`config.mk`:
```
export PLATFORM = sky130hd
export DESIGN_NAME = low_power_mode_clock_gating
export DESIGN_NICKNAME = d
export VERILOG_FILES = /design/src/hw/lpm_pkg.sv /design/src/hw/low_power_mode_clock_gating.sv
export SDC_FILE = /design/constraint.sdc
export NUM_CORES = 1
export LEC_CHECK = 0
export BUFFER_PORTS_ARGS = -buffer_cell sky130_fd_sc_hd__buf_2
export CAP_MARGIN = 20
export CORE_UTILIZATION = 44
export CTS_CLUSTER_DIAMETER = 120
export CTS_CLUSTER_SIZE = 30
export DETAILED_ROUTE_END_ITERATION = 10
export PLACE_DENSITY = 0.62
export SYNTH_ARGS = -nofsm -noshare
export SYNTH_HDL_FRONTEND = slang
export SYNTH_SLANG_ARGS = --single-unit
```
`constraint.sdc`:
```
create_clock -name clk -period 4.7 [get_ports clk]
set_clock_uncertainty 0.2 [all_clocks]
set_input_delay 0.94 -clock clk [delete_from_list [all_inputs] [get_ports clk]]
set_output_delay 0.94 -clock clk [all_outputs]
set_load 0.01 [all_outputs]
```
`src/hw/lpm_pkg.sv`:
```
package lpm_pkg;

	// ============================================================
	// Register map (word offsets as byte addresses)
	localparam logic [7:0] ADDR_CORE_STATE   = 8'h00;
	localparam logic [7:0] ADDR_MODULE_EN    = 8'h04;
	localparam logic [7:0] ADDR_LOCAL_SAVE   = 8'h08;
	localparam logic [7:0] ADDR_FLL_FACTOR   = 8'h0C;
	localparam logic [7:0] ADDR_MODE_STATUS  = 8'h10;
	localparam logic [7:0] ADDR_PERIPH_BASE  = 8'h20;

	// ============================================================
	// Core state register bit positions
	localparam int BIT_CORE_HALT   = 4;
	localparam int BIT_OSC_DISABLE = 5;
	localparam int BIT_GATE_LO     = 6;
	localparam int BIT_GATE_HI     = 7;

	// ============================================================
	// Sizes and reset values
	localparam int NUM_PERIPH = 4;
	localparam int NEST_DEPTH = 8;
	localparam int PTR_W      = 4;
	localparam logic [6:0]  FLL_FACTOR_RESET = 7'h1F;
	localparam logic [3:0]  CTL_RESET        = 4'h0;
	localparam logic [NUM_PERIPH-1:0] MODULE_EN_RESET  = 4'h0;
	localparam logic [NUM_PERIPH-1:0] LOCAL_SAVE_RESET = 4'h0;
	localparam logic [9:0]  DCO_MIN_TAP      = 10'h000;
	localparam logic [9:0]  DCO_MAX_TAP      = 10'h3FF;

	// ============================================================
	// Operating modes
	typedef enum logic [2:0] {
		active_run_mode      = 3'b000,
		low_power_mode_zero  = 3'b001,
		low_power_mode_one   = 3'b011,
		low_power_mode_two   = 3'b010,
		low_power_mode_three = 3'b110,
		low_power_mode_four  = 3'b111
	} op_mode_t;

	// Four control bits of the core state register
	typedef struct packed {
		logic sys_clock_gate_hi;
		logic sys_clock_gate_lo;
		logic crystal_osc_disable;
		logic core_halt_bit;
	} ctl_bits_t;

	// Clock tree enables
	typedef struct packed {
		logic cpu_run;
		logic aux_clk_on;
		logic master_clk_on;
		logic fll_on;
		logic dc_gen_on;
	} clk_en_t;

endpackage

```
`src/hw/low_power_mode_clock_gating.sv`:
```
// The Wishbone register port and the placing of the registers were decided locally.
`timescale 1ns/1ns
// Function
// - Any interrupt wakes to active; interrupt return restores the prior mode for up to eight nested levels.
// - Auxiliary clock runs at crystal rate; master clock is integer multiple of it.
// - Active mode runs CPU with any set of peripherals enabled.
// - Mode zero halts CPU; both clocks and loop control stay on.
// - Mode one halts CPU; both clocks on, loop control stopped.
// - Mode two halts CPU; only auxiliary clock on.
// - Mode three as mode two, plus oscillator dc generator off.
// - Mode four stops crystal, all clocks, loop and dc generator.
// - Each peripheral has an enable bit that starts or stops it.
// - Peripheral registers stay accessible whether module is stopped or enabled.
// - Each peripheral has one local bit switching its current-saving function.
// - Four core state bits control CPU and clock generator.
// - Oscillator-off bit clears at power-up; writing one stops the oscillator.
// - Loop makes system clock factor plus one times crystal; factor resets to 31.
// - Power-up clear sets oscillator to lowest tap; control starts right after.
module low_power_mode_clock_gating (
	// System
	input  wire logic                         clk,
	input  wire logic                         reset,
	// Wishbone slave
	input  wire logic                         wb_cyc_i,
	input  wire logic                         wb_stb_i,
	input  wire logic                         wb_we_i,
	input  wire logic [7:0]                   wb_adr_i,
	input  wire logic [31:0]                  wb_dat_i,
	input  wire logic [3:0]                   wb_sel_i,
	output logic      [31:0]                  wb_dat_o,
	output logic                              wb_ack_o,
	// Core events
	input  wire logic                         irq_event,
	input  wire logic                         interrupt_return_instr,
	// Oscillator ticks from the analog side
	input  wire logic                         crystal_tick_pin,
	input  wire logic                         dco_tick_pin,
	// Clock tree controls
	output lpm_pkg::clk_en_t                  clk_en,
	output logic      [lpm_pkg::NUM_PERIPH-1:0] periph_run,
	output logic      [lpm_pkg::NUM_PERIPH-1:0] periph_save,
	output logic      [9:0]                   dco_tap
);

	// ============================================================
	// Decoding
	function automatic lpm_pkg::op_mode_t decode_mode(input lpm_pkg::ctl_bits_t c);
		if (!c.core_halt_bit)
			decode_mode = lpm_pkg::active_run_mode;
		else if (c.crystal_osc_disable)
			decode_mode = lpm_pkg::low_power_mode_four;
		else if (c.sys_clock_gate_hi && c.sys_clock_gate_lo)
			decode_mode = lpm_pkg::low_power_mode_three;
		else if (c.sys_clock_gate_hi)
			decode_mode = lpm_pkg::low_power_mode_two;
		else if (c.sys_clock_gate_lo)
			decode_mode = lpm_pkg::low_power_mode_one;
		else
			decode_mode = lpm_pkg::low_power_mode_zero;
	endfunction

	function automatic lpm_pkg::clk_en_t mode_enables(input lpm_pkg::op_mode_t m);
		mode_enables = '{default: 1'b0};
		unique case (m)
			lpm_pkg::active_run_mode:      mode_enables = 5'b11111;
			lpm_pkg::low_power_mode_zero:  mode_enables = 5'b01111;
			lpm_pkg::low_power_mode_one:   mode_enables = 5'b01101;
			lpm_pkg::low_power_mode_two:   mode_enables = 5'b01001;
			lpm_pkg::low_power_mode_three: mode_enables = 5'b01000;
			lpm_pkg::low_power_mode_four:  mode_enables = 5'b00000;
			default:                       mode_enables = 5'b00000;
		endcase
	endfunction

	// ============================================================
	// State
	lpm_pkg::ctl_bits_t                ctl;
	lpm_pkg::ctl_bits_t                nest_stack [lpm_pkg::NEST_DEPTH];
	logic [lpm_pkg::PTR_W-1:0]         nest_ptr;
	logic [lpm_pkg::NUM_PERIPH-1:0]    module_en;
	logic [lpm_pkg::NUM_PERIPH-1:0]    local_save;
	logic [6:0]                        fll_factor;
	logic [7:0]                        periph_reg [lpm_pkg::NUM_PERIPH];
	logic [1:0]                        xtal_sync;
	logic [1:0]                        dco_sync;
	logic                              xtal_prev;
	logic                              dco_prev;
	logic [7:0]                        dco_count;
	lpm_pkg::op_mode_t                 mode;
	lpm_pkg::clk_en_t                  next_clk_en;
	logic                              wb_req;
	logic                              wb_wr;
	logic                              xtal_edge;
	logic                              dco_edge;

	assign wb_req    = wb_cyc_i && wb_stb_i && !wb_ack_o;
	assign wb_wr     = wb_req && wb_we_i && wb_sel_i[0];
	assign mode      = decode_mode(ctl);
	assign xtal_edge = xtal_sync[1] && !xtal_prev;
	assign dco_edge  = dco_sync[1] && !dco_prev;

	// ============================================================
	// Core state bits and interrupt nesting
	// Interrupt wins over a same-cycle write so no wake is lost
	always_ff @(posedge clk) begin
		if (reset) begin
			ctl      <= lpm_pkg::CTL_RESET;
			nest_ptr <= '0;
		end else if (irq_event) begin
			if (nest_ptr < 4'(lpm_pkg::NEST_DEPTH)) begin
				nest_stack[nest_ptr[2:0]] <= ctl;
				nest_ptr                  <= nest_ptr + 4'h1;
			end
			ctl <= lpm_pkg::CTL_RESET;
		end else if (interrupt_return_instr && nest_ptr != 4'h0) begin
			ctl      <= nest_stack[nest_ptr[2:0] - 3'h1];
			nest_ptr <= nest_ptr - 4'h1;
		end else if (wb_wr && wb_adr_i == lpm_pkg::ADDR_CORE_STATE) begin
			ctl.core_halt_bit       <= wb_dat_i[lpm_pkg::BIT_CORE_HALT];
			ctl.crystal_osc_disable <= wb_dat_i[lpm_pkg::BIT_OSC_DISABLE];
			ctl.sys_clock_gate_lo   <= wb_dat_i[lpm_pkg::BIT_GATE_LO];
			ctl.sys_clock_gate_hi   <= wb_dat_i[lpm_pkg::BIT_GATE_HI];
		end
	end

	// ============================================================
	// Enables and peripheral registers
	always_ff @(posedge clk) begin
		if (reset) begin
			module_en  <= lpm_pkg::MODULE_EN_RESET;
			local_save <= lpm_pkg::LOCAL_SAVE_RESET;
			fll_factor <= lpm_pkg::FLL_FACTOR_RESET;
		end else if (wb_wr) begin
			if (wb_adr_i == lpm_pkg::ADDR_MODULE_EN)
				module_en <= wb_dat_i[lpm_pkg::NUM_PERIPH-1:0];
			if (wb_adr_i == lpm_pkg::ADDR_LOCAL_SAVE)
				local_save <= wb_dat_i[lpm_pkg::NUM_PERIPH-1:0];
			if (wb_adr_i == lpm_pkg::ADDR_FLL_FACTOR)
				fll_factor <= wb_dat_i[6:0];
		end
	end

	// Peripheral registers ignore module_en: stopped modules stay reachable
	genvar gi;
	generate
		for (gi = 0; gi < lpm_pkg::NUM_PERIPH; gi++) begin : g_periph
			always_ff @(posedge clk) begin
				if (reset)
					periph_reg[gi] <= 8'h00;
				else if (wb_wr && wb_adr_i == lpm_pkg::ADDR_PERIPH_BASE + 8'(4 * gi))
					periph_reg[gi] <= wb_dat_i[7:0];
			end
		end
	endgenerate

	// ============================================================
	// Wishbone answer, one cycle after the strobe
	always_ff @(posedge clk) begin
		if (reset) begin
			wb_ack_o <= 1'b0;
			wb_dat_o <= 32'h0000_0000;
		end else begin
			wb_ack_o <= wb_req;
			wb_dat_o <= 32'h0000_0000;
			if (wb_req && !wb_we_i) begin
				unique case (wb_adr_i)
					lpm_pkg::ADDR_CORE_STATE:  wb_dat_o <= {24'h0, ctl, 4'h0};
					lpm_pkg::ADDR_MODULE_EN:   wb_dat_o <= {28'h0, module_en};
					lpm_pkg::ADDR_LOCAL_SAVE:  wb_dat_o <= {28'h0, local_save};
					lpm_pkg::ADDR_FLL_FACTOR:  wb_dat_o <= {25'h0, fll_factor};
					lpm_pkg::ADDR_MODE_STATUS: wb_dat_o <= {24'h0, nest_ptr, 1'b0, mode};
					8'h20:                     wb_dat_o <= {24'h0, periph_reg[0]};
					8'h24:                     wb_dat_o <= {24'h0, periph_reg[1]};
					8'h28:                     wb_dat_o <= {24'h0, periph_reg[2]};
					8'h2C:                     wb_dat_o <= {24'h0, periph_reg[3]};
					default:                   wb_dat_o <= 32'h0000_0000;
				endcase
			end
		end
	end

	// ============================================================
	// Clock tree outputs
	always_comb begin
		next_clk_en            = mode_enables(mode);
		// Crystal off stops the auxiliary clock even while the core runs
		next_clk_en.aux_clk_on = next_clk_en.aux_clk_on && !ctl.crystal_osc_disable;
	end

	always_ff @(posedge clk) begin
		if (reset) begin
			clk_en      <= 5'b11111;
			periph_run  <= lpm_pkg::MODULE_EN_RESET;
			periph_save <= lpm_pkg::LOCAL_SAVE_RESET;
		end else begin
			clk_en      <= next_clk_en;
			// Peripherals keep running in every mode; only their enable bit stops them
			periph_run  <= module_en;
			periph_save <= local_save;
		end
	end

	// ============================================================
	// Oscillator tick synchronisers
	always_ff @(posedge clk) begin
		if (reset) begin
			xtal_sync <= 2'h0;
			dco_sync  <= 2'h0;
			xtal_prev <= 1'b0;
			dco_prev  <= 1'b0;
		end else begin
			xtal_sync <= {xtal_sync[0], crystal_tick_pin};
			dco_sync  <= {dco_sync[0], dco_tick_pin};
			xtal_prev <= xtal_sync[1];
			dco_prev  <= dco_sync[1];
		end
	end

	// ============================================================
	// Frequency lock: count master ticks per crystal period, steer the tap
	// Target is factor plus one master ticks per crystal tick; one step per period
	always_ff @(posedge clk) begin
		if (reset) begin
			dco_count <= 8'h00;
			dco_tap   <= lpm_pkg::DCO_MIN_TAP;
		end else if (xtal_edge) begin
			dco_count <= 8'(dco_edge);
			if (clk_en.fll_on) begin
				if (dco_count < 8'(fll_factor) + 8'h01 && dco_tap != lpm_pkg::DCO_MAX_TAP)
					dco_tap <= dco_tap + 10'h001;
				else if (dco_count > 8'(fll_factor) + 8'h01 && dco_tap != lpm_pkg::DCO_MIN_TAP)
					dco_tap <= dco_tap - 10'h001;
			end
		end else if (dco_edge && dco_count != 8'hFF) begin
			dco_count <= dco_count + 8'h01;
		end
	end
endmodule // low_power_mode_clock_gating

```
# Word-level counts from Yosys, hierarchy flattened
# Memory sizes are Yosys's and may differ from the RTL's.
# Cells that the tools add are included.
# word_totals
regBits,93
ramBits,64
in_bits,53
output_inout_bits,56
word_cells,133
mem_count,2
# memory_table
name,words,width,rd,rd_ports_with_merged_regs,wr,line_no,text
nest_stack,8,4,1,0,1,low_power_mode_clock_gating.sv:78,lpm_pkg::ctl_bits_t nest_stack [lpm_pkg::NEST_DEPTH];
periph_reg,4,8,4,0,4,low_power_mode_clock_gating.sv:83,logic [7:0] periph_reg [lpm_pkg::NUM_PERIPH];
# op_classes
addsub,7
n_lt_le_gt_ge,3
n_eq_ne,15
n_mux,38
bitwise,5
reduce_logical,39
# op_table
cell,n
8-bit case mux with 9 select lines,1
8-bit by 6-bit == test with 1-bit output (second input constant),4
8-bit two-way mux,4
5-bit case mux with 5 select lines,1
1-bit two-way mux,20
10-bit two-way mux,2
4-bit two-way mux,5
1-bit logical AND,18
8-bit by 4-bit == test with 1-bit output (second input constant),2
10-bit by 1-bit adder with 10-bit output (second input constant),1
10-bit != test (second input constant),1
10-bit nonzero test,1
10-bit by 1-bit subtractor with 10-bit output (second input constant),1
3-bit two-way mux,3
7-bit by 1-bit adder with 8-bit output (second input constant),1
8-bit by 1-bit adder with 8-bit output (second input constant),1
8-bit by 3-bit == test with 1-bit output (second input constant),1
8-bit by 5-bit == test with 1-bit output (second input constant),1
8-bit greater-than comparator,1
8-bit zero test,1
8-bit < comparator,1
8-bit != test (second input constant),1
2-bit AND reduction,4
2-bit nonzero test,4
16 further kinds,27

# Logic depth before layout (Yosys ltp)
# Gate-level depths: netlist (run 1).
# logic_depth
ltp_word,9
mapped_depth,17
ltp_nobuf,17

# Worst setup path before layout (run 1)
# OpenSTA, ideal clock, no wires.
# synth_timing
kind,reg2reg
startpoint,register fll_factor[0]
endpoint,register dco_tap[9]
setup_ns,0.123
arrival_ns,3.342
required_ns,4.377
path_slack_ns,1.035
path_stages_with_launch,17
n_path_buf,0
period_less_slack_ns,3.665
path_cell_list,dfxtp_1 -> ha_1 -> nand2_1 -> nor2_1 -> xnor2_1 -> ha_1 -> a21o_1 -> a21oi_2 -> o31ai_4 -> or2_2 -> ha_1 -> o21ai_0 -> o211ai_1 -> nand2_1 -> o21ai_0 -> mux2i_1 -> mux2_1
# synth_between
elab_chain_len,5
word_cells_on_any_way,8
cone_classes,1 x add/sub; 2 x order compare; 1 x mux; 4 x reduce/logical
# synth_lines
element,line_no,text
from (decl),low_power_mode_clock_gating.sv:82,logic [6:0] fll_factor;
from (signal assigned),low_power_mode_clock_gating.sv:132,fll_factor <= lpm_pkg::FLL_FACTOR_RESET;
from (signal assigned),low_power_mode_clock_gating.sv:139,fll_factor <= wb_dat_i[6:0];
7-bit by 1-bit adder with 8-bit output *,"low_power_mode_clock_gating.sv:229, low_power_mode_clock_gating.sv:231",
8-bit < comparator / 8-bit greater-than comparator (equally long branches),"low_power_mode_clock_gating.sv:229, low_power_mode_clock_gating.sv:231",
1-bit logical AND (on tied branches),"low_power_mode_clock_gating.sv:229, low_power_mode_clock_gating.sv:231",
2-bit nonzero test (no line),n/a,
3-bit AND reduction (no line),n/a,
to (signal assigned),low_power_mode_clock_gating.sv:225,dco_tap <= lpm_pkg::DCO_MIN_TAP;
to (signal assigned),low_power_mode_clock_gating.sv:230,dco_tap <= dco_tap + 10'h001;
to (signal assigned),low_power_mode_clock_gating.sv:232,dco_tap <= dco_tap - 10'h001;
to (decl),low_power_mode_clock_gating.sv:42,output logic [9:0] dco_tap
# Mark *: on every way between the ends. The rest lies on a longest branch, timed or not.
# A chain may end at the register's enable or synchronous reset.

# Worst setup path in the final report (run 1)
# layout_timing
startpoint,register fll_factor[1]
endpoint,register dco_tap[9]
# The elaborated chain is that of the path after synthesis.

==> results of run 1 <==
path summary, 6_finish.rpt:
check | to | slack, ns | from
setup / recovery | dco_tap[9] | 0.61 | fll_factor[1]
hold / removal | xtal_sync[1] | 0.23 | xtal_sync[0]
setup reg to reg | dco_tap[9] | 0.61 | fll_factor[1]
hold reg to reg | xtal_sync[1] | 0.23 | xtal_sync[0]
through the flow:
step / area, µm² / instances / total power, W / hold slack, ns
final: 7410 / 833 / 0.00331 / 0.234
after global routing: 7410 / 833 / 0.00343 / 0.263
after CTS: 7410 / 833 / 0.00333 / 0.242
after detailed placement: 6780 / 801 / 0.00193 / 0.227
after global placement: 6780 / 801 / 0.00191 / 0.220
after floorplan: 6520 / 603 / 0.00180 / 0.214
final cells by class:
cell class | count | area, µm² | area share, %
Clock buffer | 19 | 453 | 6.11
Sequential cell | 133 | 3300 | 44.6
Timing Repair Buffer | 60 | 308 | 4.15
Inverter | 14 | 52.6 | 0.709
Multi-Input combinational cell | 414 | 2890 | 39.0
Tap cell | 180 | 225 | 3.04
Clock inverter | 13 | 179 | 2.42
cell usage after synthesis, types with 16 or more instances:
library cell and n:
sky130_fd_sc_hd__dfxtp_1 69, sky130_fd_sc_hd__edfxtp_1 64, sky130_fd_sc_hd__nor2_1 51, sky130_fd_sc_hd__and2_1 34, sky130_fd_sc_hd__nand2_1 34, sky130_fd_sc_hd__a21oi_1 26, sky130_fd_sc_hd__buf_4 26, sky130_fd_sc_hd__mux2i_1 25
sky130_fd_sc_hd__ha_1 23, sky130_fd_sc_hd__nand3_1 22, sky130_fd_sc_hd__nor2b_1 16, sky130_fd_sc_hd__o21ai_0 16
critical path, cell delays in order (launching register included):
cell,delay [ns]
sky130_fd_sc_hd__dfxtp_1,0.41
sky130_fd_sc_hd__ha_1,0.24
sky130_fd_sc_hd__nand2_1,0.07
sky130_fd_sc_hd__nor2_1,0.12
sky130_fd_sc_hd__xnor2_1,0.14
sky130_fd_sc_hd__ha_1,0.27
sky130_fd_sc_hd__a21o_1,0.17
sky130_fd_sc_hd__a21oi_2,0.18
sky130_fd_sc_hd__o31ai_4,0.12
sky130_fd_sc_hd__or2_2,0.40
sky130_fd_sc_hd__ha_1,0.32
sky130_fd_sc_hd__a211oi_1,0.42
sky130_fd_sc_hd__o211ai_1,0.18
sky130_fd_sc_hd__nand2_1,0.13
sky130_fd_sc_hd__o21ai_0,0.12
sky130_fd_sc_hd__mux2i_1,0.17
sky130_fd_sc_hd__mux2_1,0.33
logic make-up (layout without fill, tap and decap cells):
family                   count (synthesis)  count (layout)  share of synthesized area (%)
flip-flops                             133             133                           51.3
other                                    1              24                         0.0583
XOR/XNOR                                20              20                           2.72
multiplexers                            44              44                           8.96
AO/OA/AOI/OAI                           89              89                           9.31
AND/OR/NAND/NOR                        212             212                           17.4
adder cells (fa/ha/maj)                 25              25                           5.09
buffers and inverters                   56             106                           5.15
layout by cell type, fill, tap and decap left out, types with 16 or more instances in the layout:
| cell | count |
|---|---|
| sky130_fd_sc_hd__a21oi_1 | 26 |
| sky130_fd_sc_hd__conb_1 | 24 |
| sky130_fd_sc_hd__clkbuf_16 | 17 |
| sky130_fd_sc_hd__nand3_1 | 22 |
| sky130_fd_sc_hd__and2_1 | 34 |
| sky130_fd_sc_hd__edfxtp_1 | 64 |
| sky130_fd_sc_hd__nor2b_1 | 16 |
| sky130_fd_sc_hd__ha_1 | 23 |
| sky130_fd_sc_hd__nand2_1 | 34 |
| sky130_fd_sc_hd__o21ai_0 | 16 |
| sky130_fd_sc_hd__dfxtp_1 | 69 |
| sky130_fd_sc_hd__mux2i_1 | 25 |
| sky130_fd_sc_hd__nor2_1 | 51 |
| sky130_fd_sc_hd__buf_2 | 57 |
layer usage:
metal	global-route usage [%]	wire length, µm	part of all wire (%)
met1	26.3	6520	45
met2	34.1	7080	48
met3	5.72	778	5.3
met4	7.55	235	1.6
met5	0	0	0
power groups by stage:
stage	clock network (W)	logic (W)	registers, W
after floorplan	0	0.000452	0.00135
after global placement	0	0.000519	0.00139
after detailed placement	0	0.000534	0.00140
after CTS	0.00142	0.000535	0.00137
after global routing	0.00147	0.000578	0.00138
final	0.00140	0.000530	0.00137
==> impl_metrics.sql, run 1 <==
INSERT INTO impl_metrics (metric_group, metric, value, unit) VALUES
('yosys', 'synth_top_flop_cell', 'sky130_fd_sc_hd__dfxtp_1', ''),
('hold_path', 'whs_path_depth', '1', ''),
('critical_path', 'cp.required', '4.80', 'ns'),
('pwr', 'power_switching_share', '26.2', '%'),
('drt', 'dr_total_vias', '4506', ''),
('yosys', 'ys_seq_area_share', '51.3', '%'),
('cells_and_area', 'final_layout_size_suffix_gt1_share', '19.0', '%'),
('drt', 'drt_iter0_drc', '381', ''),
('pwr', 'vdd_drop_max', '0.248', 'mV'),
('place', 'globalplace.congestion', '0.830', ''),
('timing', 'maxSlewViolCount', '0', ''),
('pwr', 'power_frac_clock', '42.5', '%'),
('timing', 'rsz0062_at_grt', 'false', ''),
('critical_path', 'critPathKind', 'reg -> reg', ''),
('yosys', 'synth-edff-count', '64', ''),
('timing', 'hold_viol', '0', ''),
('cells_and_area', 'postLayoutCoreUtil', '52.6', '%'),
('global_routing', 'global_route_wire_length_before_repair', '23200', 'µm'),
('cts', 'clock_tree.htree_level_count', '4', ''),
('yosys', 'synth_seq_cells', '133', ''),
('pwr', 'p_seq_share', '41.5', '%'),
('timing', 'fmax', '245', 'MHz'),
('timing', 'min_period_over_period', '87.0', '%'),
('timing', 'finalSetupTns', '0', 'ns'),
('place', 'detailedPlacementHpwl', '10300', 'µm'),
('die', 'initial_utilization', '45.7', '%'),
('critical_path', 'worst_setup_path_end_kind', 'register', ''),
('timing', 'tightest_slew', '0.837', 'ns'),
('pwr', 'combPwrFrac', '16.0', '%'),
('die', 'top_level_ports', '109', ''),
('cts', 'cts_resized', '0', ''),
('cts', 'ctsLongestPathBuffers', '2', ''),
('critical_path', 'ff2ff_path_depth', '16', ''),
('cells_and_area', 'antenna_cells_inserted', '0', ''),
('cts', 'cts_num_sinks', '133', ''),
('cells_and_area', 'area.growth.synth_to_final', '15.1', '%'),
('place', 'dpl_worst_slack', '0.640', 'ns'),
('yosys', 'area_share_of_the_largest_cell_type_after_synthesis', '29.9', '%'),
('pwr', 'p_per_area', '446', 'mW/mm²'),
('cts', 'tritoncts', 'yes', ''),
('die', 'floorplan.die_area', '0.0151', 'mm²'),
('timing', 'finalWorstSetupSlack', '0.611', 'ns'),
('hold_path', 'hold_path.class', 'reg -> reg', ''),
('cts', 'cts_bufs_inserted', '17', ''),
('cts', 'post_cts.repair.setup_buffers', '0', ''),
('yosys', 'netlist_top_cells_area', 'sky130_fd_sc_hd__edfxtp_1 (30%), sky130_fd_sc_hd__dfxtp_1 (21%), sky130_fd_sc_hd__ha_1 (4.5%), sky130_fd_sc_hd__mux2i_1 (3.9%), sky130_fd_sc_hd__mux4_2 (3.5%)', ''),
('global_routing', 'grt_max_degree', '49', ''),
('flow_run', 'maxCapViolations', '0', ''),
('pwr', 'leakage', '2.95', 'nW'),
('yosys', 'synthesis.area', '0.00644', 'mm²'),
('die', 'die_w', '123', 'µm'),
('run_status', 'status', 'finished clean', ''),
('drt', 'post-route-drc-count', '0', ''),
('pwr', 'internal_power', '0.00244', 'W'),
('yosys', 'synth_top_cell_by_area', 'sky130_fd_sc_hd__edfxtp_1', ''),
('global_routing', 'gr-usage-all-layers', '20.8', '%'),
('critical_path', 'crit_path_max_fanout', '9', ''),
('global_routing', 'global_route.overflow_total', '0', ''),
('drt', 'dr.pass1.iters', '5', ''),
('yosys', 'async_flop_share', '0', '%'),
('cells_and_area', 'filler_cells', '1269', ''),
('timing', 'finalSetupViolCount', '0', ''),
('critical_path', 'crit_arrival', '4.19', 'ns'),
('cts', 'root_buffer', 'sky130_fd_sc_hd__clkbuf_16', ''),
('timing', 'post-route-min-period', '4.09', 'ns'),
('yosys', 'synthCells', '580', ''),
('critical_path', 'critPathLaunchType', 'register', ''),
('cells_and_area', 'final_nets', '718', ''),
('die', 'rows', '43', ''),
('cts', 'worst_skew_pair.late_latency', '0.42', 'ns'),
('die', 'core', '0.0141', 'mm²');
Power figures use the tool's default switching activity.
==> run 2: changes to the inputs <==
--- a/config.mk
+++ b/config.mk
@@ -5,13 +5,13 @@
 export SDC_FILE = /design/constraint.sdc
 export NUM_CORES = 1
 export LEC_CHECK = 0
-export BUFFER_PORTS_ARGS = -buffer_cell sky130_fd_sc_hd__buf_2
 export CAP_MARGIN = 20
 export CORE_UTILIZATION = 44
 export CTS_CLUSTER_DIAMETER = 120
 export CTS_CLUSTER_SIZE = 30
 export DETAILED_ROUTE_END_ITERATION = 10
-export PLACE_DENSITY = 0.62
+export DONT_BUFFER_PORTS = 1
+export PLACE_DENSITY = 0.56
 export SYNTH_ARGS = -nofsm -noshare
 export SYNTH_HDL_FRONTEND = slang
 export SYNTH_SLANG_ARGS = --single-unit
==> impl_metrics.sql, run 2 (synthesis gave the netlist of run 1 again) <==
INSERT INTO impl_metrics (metric_group, metric, value, unit) VALUES
('drt', 'postRouteAntennaNets', '0', ''),
('timing', 'hold_ws', '0.247', 'ns'),
('critical_path', 'ff2ff_setup_slack', '0.60', 'ns'),
('cts', 'post_cts.repair.setup_buffers', '0', ''),
('cells_and_area', 'antenna_cells_inserted', '0', ''),
('global_routing', 'gr-usage-all-layers', '20.9', '%'),
('timing', 'post-route-min-period', '4.10', 'ns'),
('global_routing', 'number_of_antenna_violations_at_the_first_check_in_global_routing', '0', ''),
('cts', 'clock_tree.htree_level_count', '4', ''),
('hold_path', 'whs_path_depth', '1', ''),
('pwr', 'vdd_drop_max', '0.269', 'mV'),
('flow_run', 'maxCapViolations', '0', ''),
('cells_and_area', 'layout_common_cells', 'sky130_fd_sc_hd__dfxtp_1 (69), sky130_fd_sc_hd__edfxtp_1 (64), sky130_fd_sc_hd__nor2_1 (51)', ''),
('run_status', 'status', 'finished clean', ''),
('critical_path', 'crit_arrival', '4.20', 'ns'),
('critical_path', 'ff2ff_path_depth', '16', ''),
('timing', 'finalSetupViolCount', '0', ''),
('drt', 'dr.pass1.iters', '5', ''),
('global_routing', 'global_route_wire_length_before_repair', '22900', 'µm'),
('cts', 'cts_resized', '0', ''),
('cts', 'clkSlewWorstSetupHoldPaths', '0.06', 'ns'),
('die', 'core', '0.0141', 'mm²'),
('cts', 'root_buffer', 'sky130_fd_sc_hd__clkbuf_16', ''),
('cells_and_area', 'final_nets', '660', ''),
('cts', 'tritoncts', 'yes', ''),
('timing', 'finalSetupTns', '0', 'ns'),
('critical_path', 'worst_setup_path_end_kind', 'register', ''),
('cts', 'cts_bufs_inserted', '17', ''),
('cells_and_area', 'area.growth.synth_to_final', '9.43', '%'),
('drt', 'post-route-drc-count', '0', ''),
('timing', 'tightest_slew', '0.821', 'ns'),
('place', 'dp_cells', '742', ''),
('timing', 'finalWorstSetupSlack', '0.605', 'ns'),
('place', 'globalplace.congestion', '0.847', ''),
('place', 'dpl_worst_slack', '0.657', 'ns'),
('critical_path', 'cp_num_cells', '16', ''),
('drt', 'detail_route.vias_per_cell', '5.55', ''),
('critical_path', 'cp.required', '4.81', 'ns'),
('cts', 'worst_skew_pair.late_latency', '0.42', 'ns'),
('critical_path', 'timing.critical_path.mode_cell', 'sky130_fd_sc_hd__ha_1', ''),
('cts', 'ctsLongestPathBuffers', '2', ''),
('die', 'floorplan.die_area', '0.0151', 'mm²'),
('critical_path', 'critPathLaunchType', 'register', ''),
('hold_path', 'hold_path.class', 'reg -> reg', ''),
('drt', 'dr_total_vias', '4301', ''),
('cells_and_area', 'final_layout_size_suffix_gt1_share', '10.8', '%'),
('die', 'rows', '43', ''),
('critical_path', 'crit_path_top_delay_cell', 'sky130_fd_sc_hd__a211oi_1', ''),
('place', 'detailedPlacementHpwl', '10300', 'µm'),
('timing', 'maxSlewViolCount', '0', ''),
('die', 'die-height', '123', 'µm'),
('critical_path', 'crit_chain', 'ha_1, nand2_1, nor2_1, xnor2_1, ha_1, a21o_1, a21oi_2, o31ai_4, or2_2, ha_1, a211oi_1, o211ai_1, nand2_1, o21ai_0, mux2i_1, mux2_1', ''),
('cts', 'cts_num_sinks', '133', ''),
('timing', 'timing.max_slew.rel_slack', '45.2', '%'),
('cells_and_area', 'layoutNonFillerInstCount', '775', ''),
('pwr', 'p_per_area', '443', 'mW/mm²'),
('die', 'initial_utilization', '45.7', '%'),
('critical_path', 'cp_top_family', 'compound AO/OA/AOI/OAI gates', ''),
('timing', 'min_period_over_period', '87.1', '%'),
('global_routing', 'via_count_of_the_first_global_routing_pass', '4206', ''),
('timing', 'hold_viol', '0', ''),
('global_routing', 'global_route.overflow_total', '0', ''),
('critical_path', 'critPathKind', 'reg -> reg', ''),
('critical_path', 'cpPeakStageDelay', '0.43', 'ns'),
('drt', 'route.final.wire_length', '14500', 'µm'),
('timing', 'rsz0062_at_grt', 'false', ''),
('die', 'top_level_ports', '109', ''),
('global_routing', 'grt_max_degree', '50', ''),
('pwr', 'leakage', '2.67', 'nW'),
('critical_path', 'worstPathBufferInverterCount', '0', ''),
('pwr', 'design_power_total', '0.00312', 'W'),
('timing', 'fmax', '244', 'MHz'),
('cts', 'cts_hold_repair.buffers', '0', ''),
('place', 'io_buffer_count', '0', ''),
('drt', 'drt_iter0_drc', '324', ''),
('drt', 'wl_per_cell', '18.7', 'µm'),
('cells_and_area', 'layout.cells.most_common', 'sky130_fd_sc_hd__dfxtp_1', ''),
('die', 'die_w', '123', 'µm'),
('critical_path', 'crit_path_max_fanout', '9', '');
run 2: cell count changes in the layout (fill, tap and decap cells not counted), sizes merged:
cell,change
bufinv,-3
clkinv,-2
inv,+2
clkinvlp,-2
clkbuf,+6
buf,-59
run 2: area by class of cell:
cell class,count,area [µm²]
fillers,1279,7050
flip-flops and latches,133,3300
multi-input cells,414,2890
clock buffers,24,493
well taps,180,225
clock inverters,8,68.8
inverters,14,52.6
repair buffers,2,12.5
run 2: power breakdown:
group | internal [W] | switching (W) | total (W) | leakage (nW)
Clock | 0.000783 | 0.000468 | 0.00125 | 0.284
Combinational | 0.000236 | 0.000259 | 0.000495 | 1.20
Sequential | 0.00128 | 0.0000889 | 0.00137 | 1.18
run 2: worst paths after layout:
| path | start | end |
|---|---|---|
| max reg2reg | fll_factor[1] | dco_tap[9] |
| min | dco_sync[0] | dco_sync[1] |
| min reg2reg | dco_sync[0] | dco_sync[1] |
| max | fll_factor[1] | dco_tap[9] |
run 2: through the flow:
stage	utilization, %	instance area, µm²
final	50.0	7040
after global routing	50.0	7040
after CTS	49.9	7040
after detailed placement	45.9	6480
after global placement	45.9	6480
after floorplan	-	6520
run 2: routing by layer:
layer	share of wire, %	GRT usage (%)	wire, µm
met4	1.3	7.01	193
met5	0	0	0
met3	5.2	6.00	750
met2	48	33.7	6950
met1	45	27.0	6570
==> run 3: changes to the inputs <==
--- a/config.mk
+++ b/config.mk
@@ -6,12 +6,12 @@
 export NUM_CORES = 1
 export LEC_CHECK = 0
 export CAP_MARGIN = 20
-export CORE_UTILIZATION = 44
+export CORE_UTILIZATION = 64
 export CTS_CLUSTER_DIAMETER = 120
 export CTS_CLUSTER_SIZE = 30
 export DETAILED_ROUTE_END_ITERATION = 10
 export DONT_BUFFER_PORTS = 1
-export PLACE_DENSITY = 0.56
+export PLACE_DENSITY = 0.77
 export SYNTH_ARGS = -nofsm -noshare
 export SYNTH_HDL_FRONTEND = slang
 export SYNTH_SLANG_ARGS = --single-unit
==> impl_metrics.sql, run 3 (synthesis gave the netlist of run 1 again) <==
INSERT INTO impl_metrics (metric_group, metric, value, unit) VALUES
('die', 'rows', '36', ''),
('cts', 'cts_hold_repair.buffers', '0', ''),
('place', 'detailedPlacementHpwl', '9510', 'µm'),
('timing', 'maxSlewViolCount', '0', ''),
('critical_path', 'critPathKind', 'reg -> reg', ''),
('place', 'detailed_place.area', '0.00642', 'mm²'),
('drt', 'dr_total_vias', '4459', ''),
('critical_path', 'cp_top_family', 'compound AO/OA/AOI/OAI gates', ''),
('pwr', 'vdd_drop_max', '0.271', 'mV'),
('cells_and_area', 'filler_cells', '723', ''),
('cells_and_area', 'antenna_cells_inserted', '0', ''),
('timing', 'finalWorstSetupSlack', '0.505', 'ns'),
('global_routing', 'gr-usage-all-layers', '28.6', '%'),
('cts', 'ctsLongestPathBuffers', '2', ''),
('critical_path', 'cp.required', '4.92', 'ns'),
('hold_path', 'whs_path_depth', '1', ''),
('cells_and_area', 'layout_common_cells', 'sky130_fd_sc_hd__dfxtp_1 (69), sky130_fd_sc_hd__edfxtp_1 (64), sky130_fd_sc_hd__nor2_1 (51)', ''),
('critical_path', 'ff2ff_path_depth', '16', ''),
('cells_and_area', 'postLayoutCellArea', '0.00697', 'mm²'),
('hold_path', 'hold_path_startpoint', 'xtal_sync[0]', ''),
('drt', 'dr.pass1.iters', '4', ''),
('cts', 'worst_skew_pair.late_latency', '0.53', 'ns'),
('cells_and_area', 'area.growth.synth_to_final', '8.36', '%'),
('critical_path', 'crit-reg2reg-launch', 'fll_factor[0]', ''),
('die', 'top_level_ports', '109', ''),
('pwr', 'design_power_total', '0.00310', 'W'),
('critical_path', 'worst_setup_path_end_kind', 'register', ''),
('cells_and_area', 'regArea', '0.00330', 'mm²'),
('pwr', 'leakage', '2.66', 'nW'),
('pwr', 'p_per_area', '444', 'mW/mm²'),
('global_routing', 'global_route_wire_length_before_repair', '22000', 'µm'),
('cts', 'post_cts.repair.setup_buffers', '0', ''),
('timing', 'post-route-min-period', '4.19', 'ns'),
('cts', 'clock_tree.htree_level_count', '4', ''),
('drt', 'route.final.wire_length', '14200', 'µm'),
('cts', 'clkSlewWorstSetupHoldPaths', '0.06', 'ns'),
('critical_path', 'crit_chain', 'ha_1, nand2_1, nor2_1, xnor2_1, ha_1, a21o_1, a21oi_2, o31ai_4, or2_2, ha_1, o21ai_0, o211ai_1, nand2_1, o21ai_0, mux2i_1, mux2_1', ''),
('cells_and_area', 'final_layout_size_suffix_gt1_share', '11.4', '%'),
('timing', 'hold_viol', '0', ''),
('critical_path', 'crit_arrival', '4.41', 'ns'),
('global_routing', 'global_route.overflow_total', '0', ''),
('cells_and_area', 'layout.cells.most_common', 'sky130_fd_sc_hd__dfxtp_1', ''),
('place', 'globalplace.congestion', '0.811', ''),
('global_routing', 'grt_max_degree', '50', ''),
('timing', 'fmax', '238', 'MHz'),
('place', 'dpl_worst_slack', '0.633', 'ns'),
('cts', 'cts_bufs_inserted', '17', ''),
('cells_and_area', 'final_nets', '660', ''),
('critical_path', 'crit_path_top_delay_cell', 'sky130_fd_sc_hd__dfxtp_1', ''),
('timing', 'finalSetupTns', '0', 'ns'),
('drt', 'wl_per_cell', '19.5', 'µm'),
('die', 'core', '0.00977', 'mm²'),
('critical_path', 'critPathLaunchType', 'register', ''),
('cts', 'tritoncts', 'yes', ''),
('critical_path', 'cpPeakStageDelay', '0.40', 'ns'),
('drt', 'postRouteAntennaNets', '0', ''),
('die', 'initial_utilization', '65.8', '%'),
('drt', 'drt_iter0_drc', '258', ''),
('place', 'io_buffer_count', '0', ''),
('die', 'die-height', '102', 'µm'),
('hold_path', 'min_to', 'xtal_sync[1]', ''),
('timing', 'tightest_slew', '0.823', 'ns'),
('global_routing', 'via_count_of_the_first_global_routing_pass', '4360', ''),
('timing', 'finalSetupViolCount', '0', ''),
('cts', 'cts_resized', '0', ''),
('hold_path', 'hold_path.class', 'reg -> reg', ''),
('drt', 'post-route-drc-count', '0', ''),
('critical_path', 'regToRegEndpoint', 'dco_tap[9]', ''),
('critical_path', 'timing.critical_path.mode_cell', 'sky130_fd_sc_hd__ha_1', ''),
('cts', 'root_buffer', 'sky130_fd_sc_hd__clkbuf_8', ''),
('cts', 'cts_num_sinks', '133', ''),
('drt', 'detail_route.vias_per_cell', '6.13', ''),
('run_status', 'status', 'finished clean', ''),
('die', 'die_w', '102', 'µm'),
('cells_and_area', 'postLayoutCoreUtil', '71.4', '%'),
('critical_path', 'crit_path_max_fanout', '9', ''),
('critical_path', 'worstPathBufferInverterCount', '0', ''),
('cells_and_area', 'multi_input_comb_area', '0.00289', 'mm²'),
('flow_run', 'maxCapViolations', '0', ''),
('timing', 'min_period_over_period', '89.2', '%'),
('timing', 'timing.max_slew.rel_slack', '45.0', '%'),
('die', 'floorplan.die_area', '0.0105', 'mm²'),
('critical_path', 'ff2ff_setup_slack', '0.51', 'ns'),
('global_routing', 'number_of_antenna_violations_at_the_first_check_in_global_routing', '0', ''),
('timing', 'rsz0062_at_grt', 'false', '');
## run 3: cell types whose count changed in the layout (fill, tap and decap cells not counted)
cell and change:
sky130_fd_sc_hd__clkinv_4 +6, sky130_fd_sc_hd__clkbuf_16 -1, sky130_fd_sc_hd__clkbuf_8 -1, sky130_fd_sc_hd__inv_4 +1, sky130_fd_sc_hd__inv_6 +4, sky130_fd_sc_hd__clkbuf_1 -4, sky130_fd_sc_hd__clkinv_2 -4, sky130_fd_sc_hd__bufinv_16 -1
## run 3: cell type report
class                   instances  area share, %
repair buffers                  2          0.179
multi-input cells             414           41.4
well taps                     133           2.39
clock inverters                14           1.61
inverters                      14          0.753
flip-flops and latches        133           47.4
clock buffers                  18           6.30
## run 3: routing by layer
| metal | global-route usage, % | share of wire [%] | routed length (µm) |
|---|---|---|---|
| met4 | 10.2 | 1.9 | 272 |
| met2 | 47.8 | 49 | 7010 |
| met5 | 0 | 0 | 0 |
| met1 | 35.8 | 41 | 5820 |
| met3 | 7.66 | 7.5 | 1060 |
## run 3: where the power goes
part / total (W) / internal [W] / switching (W)
sequential: 0.00138 / 0.00128 / 0.0000935
combinational: 0.000507 / 0.000237 / 0.000270
clock: 0.00121 / 0.000691 / 0.000524
total: 0.00310 / 0.00221 / 0.000887
## run 3: worst max path at each step
stage	start	end	cells past startpoint
finish	fll_factor[0]	dco_tap[9]	16
global placement	fll_factor[1]	dco_tap[9]	16
global route	fll_factor[0]	dco_tap[9]	16
CTS	fll_factor[0]	dco_tap[9]	16
floorplan	fll_factor[0]	dco_tap[9]	16
detailed placement	fll_factor[1]	dco_tap[9]	16
## run 3: through the flow
stage / hold slack, ns / instances
after floorplan: 0.214 / 603
after global placement: 0.220 / 695
after detailed placement: 0.224 / 695
after CTS: 0.239 / 727
after global routing: 0.255 / 728
final: 0.234 / 728
